==> config.mk <==
export PLATFORM = sky130hd
export DESIGN_NAME = lvd_ctrl
export DESIGN_NICKNAME = d
export VERILOG_FILES = /design/src/hdl/lvd_pkg.sv /design/src/hdl/lvd_sync.sv /design/src/hdl/lvd_ctrl.sv
export VERILOG_INCLUDE_DIRS = /design/src /design/src/hdl
export SDC_FILE = /design/constraint.sdc
export NUM_CORES = 1
export LEC_CHECK = 0
export ABC_CLOCK_PERIOD_IN_PS = 1700
export BUFFER_PORTS_ARGS = -buffer_cell sky130_fd_sc_hd__buf_2
export CORE_MARGIN = 2
export CORE_UTILIZATION = 45
export DETAILED_ROUTE_END_ITERATION = 10
export PLACE_DENSITY_LB_ADDON = 0.08
export SLEW_MARGIN = 25
export SYNTH_ARGS = -nofsm -noshare
export SYNTH_HDL_FRONTEND = slang
export SYNTH_SLANG_ARGS = --single-unit
==> constraint.sdc <==
create_clock -name i_clk_sys -period 1.7 [get_ports i_clk_sys]
set_clock_uncertainty 0.15 [all_clocks]
set_input_delay 0 -clock i_clk_sys [delete_from_list [all_inputs] [get_ports i_clk_sys]]
set_output_delay 0 -clock i_clk_sys [all_outputs]
set_load 0.02 [all_outputs]
==> src/hdl/lvd_consts.svh <==
// Constants for the low-voltage detector control block
`ifndef LVD_CONSTS_SVH
`define LVD_CONSTS_SVH
`define LVD_REG_ADDR      6'h06
`define LVD_BIT_FLAG      6
`define LVD_BIT_STATUS_N  5
`define LVD_BIT_IRQ_EN    4
`define LVD_BIT_WAKE_EN   3
`define LVD_BIT_DET_EN    2
`define LVD_BIT_SEL_HI    1
`define LVD_BIT_SEL_LO    0
`define LVD_CTRL_RESET    5'h00
`define LVD_CLK_MHZ       100
`define LVD_BROWNOUT_US   80
`define LVD_BROWNOUT_CYC  (`LVD_BROWNOUT_US * `LVD_CLK_MHZ)
`endif

==> src/hdl/lvd_pkg.sv <==
// Types shared by the low-voltage detector control block
package lvd_pkg;
  typedef logic [1:0] lvd_level_t;  // Threshold select code
  typedef enum logic [1:0] {
    LVD_RUN  = 2'b00,  // Supply fine, core runs
    LVD_HALT = 2'b01,  // Short brownout, core halted
    LVD_RST  = 2'b10   // Long brownout, system reset
  } lvd_bo_e;
endpackage

==> src/hdl/lvd_sync.sv <==
// Two-flop synchroniser for asynchronous comparator levels
`timescale 1ns/1ps
module lvd_sync #(
  parameter int WIDTH = 1
) (
  input  wire logic             i_clk_sys,
  input  wire logic             i_reset_n,
  input  wire logic [WIDTH-1:0] i_async,
  output logic      [WIDTH-1:0] o_sync
);
  logic [WIDTH-1:0] meta;  // First stage, read only by second stage

  // Reset value 1 means "supply good" for active-low comparator inputs
  always_ff @(posedge i_clk_sys or negedge i_reset_n) begin
    if (!i_reset_n) begin
      meta   <= '1;
      o_sync <= '1;
    end else begin
      meta   <= i_async;
      o_sync <= meta;
    end
  end
endmodule // lvd_sync

==> src/hdl/lvd_ctrl.sv <==
// Low-voltage detector control register, event and brownout logic
`timescale 1ns/1ps
`include "lvd_consts.svh"
module lvd_ctrl import lvd_pkg::*; #(
  parameter int BROWNOUT_CYC = `LVD_BROWNOUT_CYC
) (
  input  wire logic       i_clk_sys,
  input  wire logic       i_reset_n,
  input  wire logic [5:0] i_reg_addr,     // Register address in bank 1
  input  wire logic       i_reg_wr,       // Write strobe, one cycle
  input  wire logic [7:0] i_reg_wdata,    // Write data
  output logic      [7:0] o_reg_rdata,    // Read data, zero off-address
  input  wire logic [3:0] i_below_lvl_n,  // Async comparators, 0 = at/below level k
  input  wire logic       i_below_rst_n,  // Async comparator, 0 = below reset level
  input  wire logic       i_irq_on_instr, // Enable-interrupt instruction pulse
  input  wire logic       i_irq_off_instr,// Disable-interrupt instruction pulse
  input  wire logic       i_sleeping,     // Core is asleep
  output logic            o_irq_req,      // Interrupt vector request
  output logic            o_wake_req,     // Wake from sleep request
  output logic            o_halt,         // Halt core, keep registers
  output logic            o_sys_reset     // Full system reset request
);
  logic [3:0] lvl_n_s;      // Synchronised level comparators
  logic       rst_n_s;      // Synchronised reset comparator
  logic       lowv_irq_flag;
  logic       lowv_irq_en;
  logic       lowv_wake_en;
  logic       lowv_detect_en;
  lvd_level_t lowv_level_sel;
  logic       global_irq_en;  // Global gate
  lvd_bo_e    bo_state;
  lvd_bo_e    next_bo_state;
  logic [$clog2(BROWNOUT_CYC+1)-1:0] bo_cnt;  // Brownout length counter

  // Comparators are analog, so both pass two flops first
  lvd_sync #(.WIDTH(5)) u_sync (
    .i_clk_sys (i_clk_sys),
    .i_reset_n (i_reset_n),
    .i_async   ({i_below_rst_n, i_below_lvl_n}),
    .o_sync    ({rst_n_s, lvl_n_s})
  );

  // Index 3 = 2.3 V, 2 = 3.3 V, 1 = 4.0 V, 0 = 4.5 V
  wire        low_now   = lowv_detect_en & ~lvl_n_s[lowv_level_sel];
  wire        lowv_status_n = ~low_now;
  wire        reg_sel   = (i_reg_addr == `LVD_REG_ADDR);
  wire        reg_wr    = reg_sel & i_reg_wr;
  wire        clr_flag  = reg_wr & ~i_reg_wdata[`LVD_BIT_FLAG];
  wire        set_flag  = low_now;

  // Status bit ignores writes; flag only accepts clearing writes
  always_ff @(posedge i_clk_sys or negedge i_reset_n) begin
    if (!i_reset_n) begin
      lowv_irq_flag  <= 1'b0;
      lowv_irq_en    <= 1'b0;
      lowv_wake_en   <= 1'b0;
      lowv_detect_en <= 1'b0;
      lowv_level_sel <= 2'h0;
    end else begin
      // Set wins, so a detection during a clear is not lost
      if (set_flag) begin
        lowv_irq_flag <= 1'b1;
      end else if (clr_flag) begin
        lowv_irq_flag <= 1'b0;
      end
      if (reg_wr) begin
        lowv_irq_en    <= i_reg_wdata[`LVD_BIT_IRQ_EN];
        lowv_wake_en   <= i_reg_wdata[`LVD_BIT_WAKE_EN];
        lowv_detect_en <= i_reg_wdata[`LVD_BIT_DET_EN];
        lowv_level_sel <= i_reg_wdata[`LVD_BIT_SEL_HI:`LVD_BIT_SEL_LO];
      end
    end
  end

  // Global gate follows the two instructions; off wins a tie
  always_ff @(posedge i_clk_sys or negedge i_reset_n) begin
    if (!i_reset_n) begin
      global_irq_en <= 1'b0;
    end else if (i_irq_off_instr) begin
      global_irq_en <= 1'b0;
    end else if (i_irq_on_instr) begin
      global_irq_en <= 1'b1;
    end
  end

  // Registered data readback; bit 7 reads zero
  always_ff @(posedge i_clk_sys or negedge i_reset_n) begin
    if (!i_reset_n) begin
      o_reg_rdata <= 8'h00;
    end else begin
      o_reg_rdata <= reg_sel ? {1'b0, lowv_irq_flag, lowv_status_n, lowv_irq_en,
                                lowv_wake_en, lowv_detect_en, lowv_level_sel}
                             : 8'h00;
    end
  end

  // Requests: interrupt needs both gates, wake its own enable and a sleeping core
  assign o_irq_req  = lowv_irq_flag & lowv_irq_en & global_irq_en;
  assign o_wake_req = lowv_irq_flag & lowv_wake_en & i_sleeping;

  // Brownout: halt at once, reset once the dip outlasts the limit
  always_comb begin
    next_bo_state = bo_state;
    case (bo_state)
      LVD_RUN:  if (!rst_n_s) next_bo_state = LVD_HALT;
      LVD_HALT: begin
        if (rst_n_s) begin
          next_bo_state = LVD_RUN;
        end else if (bo_cnt >= BROWNOUT_CYC[$bits(bo_cnt)-1:0]) begin
          next_bo_state = LVD_RST;
        end
      end
      LVD_RST:  if (rst_n_s) next_bo_state = LVD_RUN;
      default:  next_bo_state = LVD_RUN;
    endcase
  end

  always_ff @(posedge i_clk_sys or negedge i_reset_n) begin
    if (!i_reset_n) begin
      bo_state <= LVD_RUN;
      bo_cnt   <= '0;
    end else begin
      bo_state <= next_bo_state;
      // Counter runs only while halted, saturating at the limit
      if (bo_state != LVD_HALT) begin
        bo_cnt <= '0;
      end else if (bo_cnt < BROWNOUT_CYC[$bits(bo_cnt)-1:0]) begin
        bo_cnt <= bo_cnt + 1'b1;
      end
    end
  end

  assign o_halt      = (bo_state == LVD_HALT);
  assign o_sys_reset = (bo_state == LVD_RST);

  // Checks
  flag_set_a: assert property (@(posedge i_clk_sys) disable iff (!i_reset_n)
    low_now |=> lowv_irq_flag) else $error("flag not set on low");
  flag_sticky_a: assert property (@(posedge i_clk_sys) disable iff (!i_reset_n)
    lowv_irq_flag && !clr_flag |=> lowv_irq_flag) else $error("flag lost");
  flag_quiet_a: assert property (@(posedge i_clk_sys) disable iff (!i_reset_n)
    !lowv_irq_flag && !low_now |=> !lowv_irq_flag) else $error("spurious flag");
  irq_gate_a: assert property (@(posedge i_clk_sys) disable iff (!i_reset_n)
    o_irq_req |-> lowv_irq_en && global_irq_en) else $error("irq not gated");
  wake_gate_a: assert property (@(posedge i_clk_sys) disable iff (!i_reset_n)
    o_wake_req |-> lowv_wake_en) else $error("wake not gated");
  gate_off_a: assert property (@(posedge i_clk_sys) disable iff (!i_reset_n)
    i_irq_off_instr |=> !o_irq_req) else $error("gate stays open");
  status_dis_a: assert property (@(posedge i_clk_sys) disable iff (!i_reset_n)
    !lowv_detect_en |-> lowv_status_n) else $error("status low when off");
  halt_short_a: assert property (@(posedge i_clk_sys) disable iff (!i_reset_n)
    $rose(o_halt) |-> !o_sys_reset [*8]) else $error("early reset");
  bo_reset_a: assert property (@(posedge i_clk_sys) disable iff (!i_reset_n)
    o_halt && bo_cnt >= BROWNOUT_CYC[$bits(bo_cnt)-1:0] && !rst_n_s |=> o_sys_reset)
    else $error("no reset on long brownout");
endmodule // lvd_ctrl

==> results.tsv <==
metric	value	unit
yosysSeqAreaShare	61.8	%
cts_tree	done	
first_iter_violations	35	
async_reset_ff_share	100	%
comb_power_share	12.0	%
startpoint	i_reg_addr[3]	
synth_edf_count	0	
die_w	63.6	um
grt_pass1_wl	5.25	mm
grt_max_degree	40	
yosysWarningCount	0	
layout_setup_ws	0.0211	ns
wl_per_cell	13.1	um
num-fill-cells	280	
status	complete, no violations	
crit_path_end_kind	flip-flop	
num_rows	21	
start_util	47.5	%
regArea	988	sq um
critPathMaxFanout	6	
firstDrtPassIters	6	
pwr-share-clk	28.6	%
dp.cells	210	
ys_types	35	
num_vias	1215	
vdd_drop_max	0.587	mV
cp-start-kind	input pin	
final_max_slew_viol_count	0	
synth_nets	151	
via_per_inst	5.02	
setup_viol	0	
final_common_cell	buf_2	
antenna_found_initial	0	
clk_pin_slew	0.13	ns
cp.arrival	1.77	ns
seqPwrFrac	59.4	%
dominantRegCellSynth	dfrtp_1	
required	1.79	ns
synth_seq_cells	39	
routed_wl	3.17	mm
p_leak	1.06	nW
hold_class	in2async	
fin_crit	1.68	ns
p_total	0.00171	W
port_buffers	33	
most-common-layout-cells	33 x buf_2, 29 x dfrtp_1, 22 x dlygate4sd3_1	
root_buffer	clkbuf_4	
critPathKind	in2reg	
swShare	25.4	%
r2r_start	bo_cnt[3]	
multiInputGateArea	598	sq um
syn_area_per_cell	12.9	sq um
cts.sinks	39	
syn2layout_area_growth	37.3	%
powerDensity	777	nW/um^2
gr-usage-met3	5.54	%
num_antenna_cells	0	
io_pins	37	
hpwl	1.98	mm
routabilityCongestion	0.810	
clk_latency	0.34	ns
grtUsageMet1	21.1	%
fp.coreArea	3360	sq um
grt_setup_unrepaired	no	
htree_levels	2	
nets	222	
layout-drive-gt1-share	39.3	%
max_clock_freq	596	MHz
period_share	98.8	%
final_core_util	65.3	%
drc_errors	0	
clockBufferDepth	2	
synth_area	1600	sq um
grt_util_met2	27.4	%
post-place-ws	0.0786	ns
ant_nets	0	
grt_pass1_vias	1174	
cts_made_buffers	5	
grt-busiest-layer	met2	
drv_cap	0	
dieArea	4050	sq um
fin_setup_tns	0	ns
final_hold_viol_count	0	
final_cells	242	
die_h	63.6	um
internal_power	0.00127	W
grtUsageTotal	16.8	%
grt_overflow	0	
p_switching	0.000433	W
synthCells	124	
==> kinds of logic (layout without fill, tap and decap cells) <==
| kind of cell | count (synthesis) | count (layout) | share of synthesized area, % |
|---|---|---|---|
| flip-flops | 39 | 39 | 61.8 |
| XOR/XNOR | 6 | 6 | 3.29 |
| adder cells (fa/ha/maj) | 2 | 2 | 1.56 |
| other | 1 | 1 | 0.235 |
| multiplexers | 6 | 6 | 6.10 |
| AND/OR/NAND/NOR | 42 | 42 | 15.3 |
| buffers and inverters | 6 | 78 | 2.11 |
| AO/OA/AOI/OAI | 22 | 22 | 9.62 |
==> through the flow <==
stage / area, sq um / hold slack, ns
finish: 2200 / 0.0676
global route: 2200 / 0.0937
CTS: 2160 / 0.0642
detailed placement: 1870 / -0.0735
global placement: 1870 / -0.0820
floorplan: 1600 / -0.446
==> worst max-delay path, stage by stage <==
cell,delay [ns]
buf_2,0.10
nand4bb_4,0.21
or4b_4,0.57
mux2_4,0.33
dlygate4sd3_1,0.56
==> what timing repair did <==
action                                  4_1_cts  5_1_grt
endpoints found under the setup margin        0        7
hold endpoints to repair                     58        0
setup buffers                                 0        2
hold buffers                                 22        0
resized for setup                             0        4
==> path summary, 6_finish.rpt <==
check / end / cells past startpoint / slack (ns)
worst max-delay path: lowv_level_sel[0] / 5 / 0.02
worst min-delay path: bo_cnt[9] / 3 / 0.07
worst max register to register: bo_cnt[11] / 4 / 0.11
worst min register to register: u_sync.o_sync[0] / 0 / 0.22
max in group asynchronous: u_sync.meta[0] / 3 / 0.98
min in group i_clk_sys: u_sync.meta[1] / 2 / 0.14
==> cells in the mapped netlist, types with 2 or more instances <==
| library cell | n | area share, % |
|---|---|---|
| dfstp_2 | 10 | 16 |
| dfrtp_1 | 29 | 45 |
| nor3_1 | 2 | 0.63 |
| o2111ai_1 | 3 | 1.6 |
| o21ai_2 | 2 | 1.1 |
| a21oi_1 | 5 | 1.6 |
| o21ai_0 | 4 | 1.3 |
| and3_1 | 4 | 1.6 |
| nor2b_1 | 3 | 1.2 |
| nor2_1 | 10 | 2.3 |
| inv_1 | 3 | 0.70 |
| nand4_1 | 2 | 0.78 |
| xor2_1 | 5 | 2.7 |
| ha_1 | 2 | 1.6 |
| o31ai_1 | 3 | 1.4 |
| o211ai_1 | 2 | 0.94 |
| nand2_1 | 4 | 0.94 |
| and2_1 | 6 | 2.3 |
| nand2b_1 | 3 | 1.2 |
| mux2_4 | 5 | 4.7 |
| or4_1 | 3 | 1.4 |
==> routing by layer <==
layer,wire (um),vias to the layer above
met5,0,-
met4,31,0
met3,146,4
met2,1600,33
met1,1400,593
li1,-,585
==> area by class of cell <==
cell class | count | share of cell area [%]
sequential | 39 | 45.0
tap | 46 | 2.62
clock buffer | 5 | 1.71
clock inverter | 3 | 1.08
timing repair buffer | 67 | 21.8
multi-input combinational | 79 | 27.2
inverter | 3 | 0.513
==> state kept, by name, summed over array words and instances, names as in the netlist <==
register	count
bo_cnt	13
o_reg_rdata	7
u_sync.meta	5
u_sync.o_sync	5
bo_state	2
lowv_level_sel	2
global_irq_en	1
lowv_detect_en	1
lowv_irq_en	1
lowv_irq_flag	1
lowv_wake_en	1
==> power groups by stage <==
stage | Clock (W) | Sequential, W | Combinational, W
2_1_floorplan | 0 | 0.00102 | 0.0000767
3_3_place_gp | 0 | 0.00103 | 0.000133
3_5_place_dp | 0 | 0.00103 | 0.000138
4_1_cts | 0.000516 | 0.00101 | 0.000199
5_1_grt | 0.000551 | 0.00102 | 0.000224
6_report | 0.000488 | 0.00101 | 0.000205
Note: power is estimated with default switching activity, not from simulation.
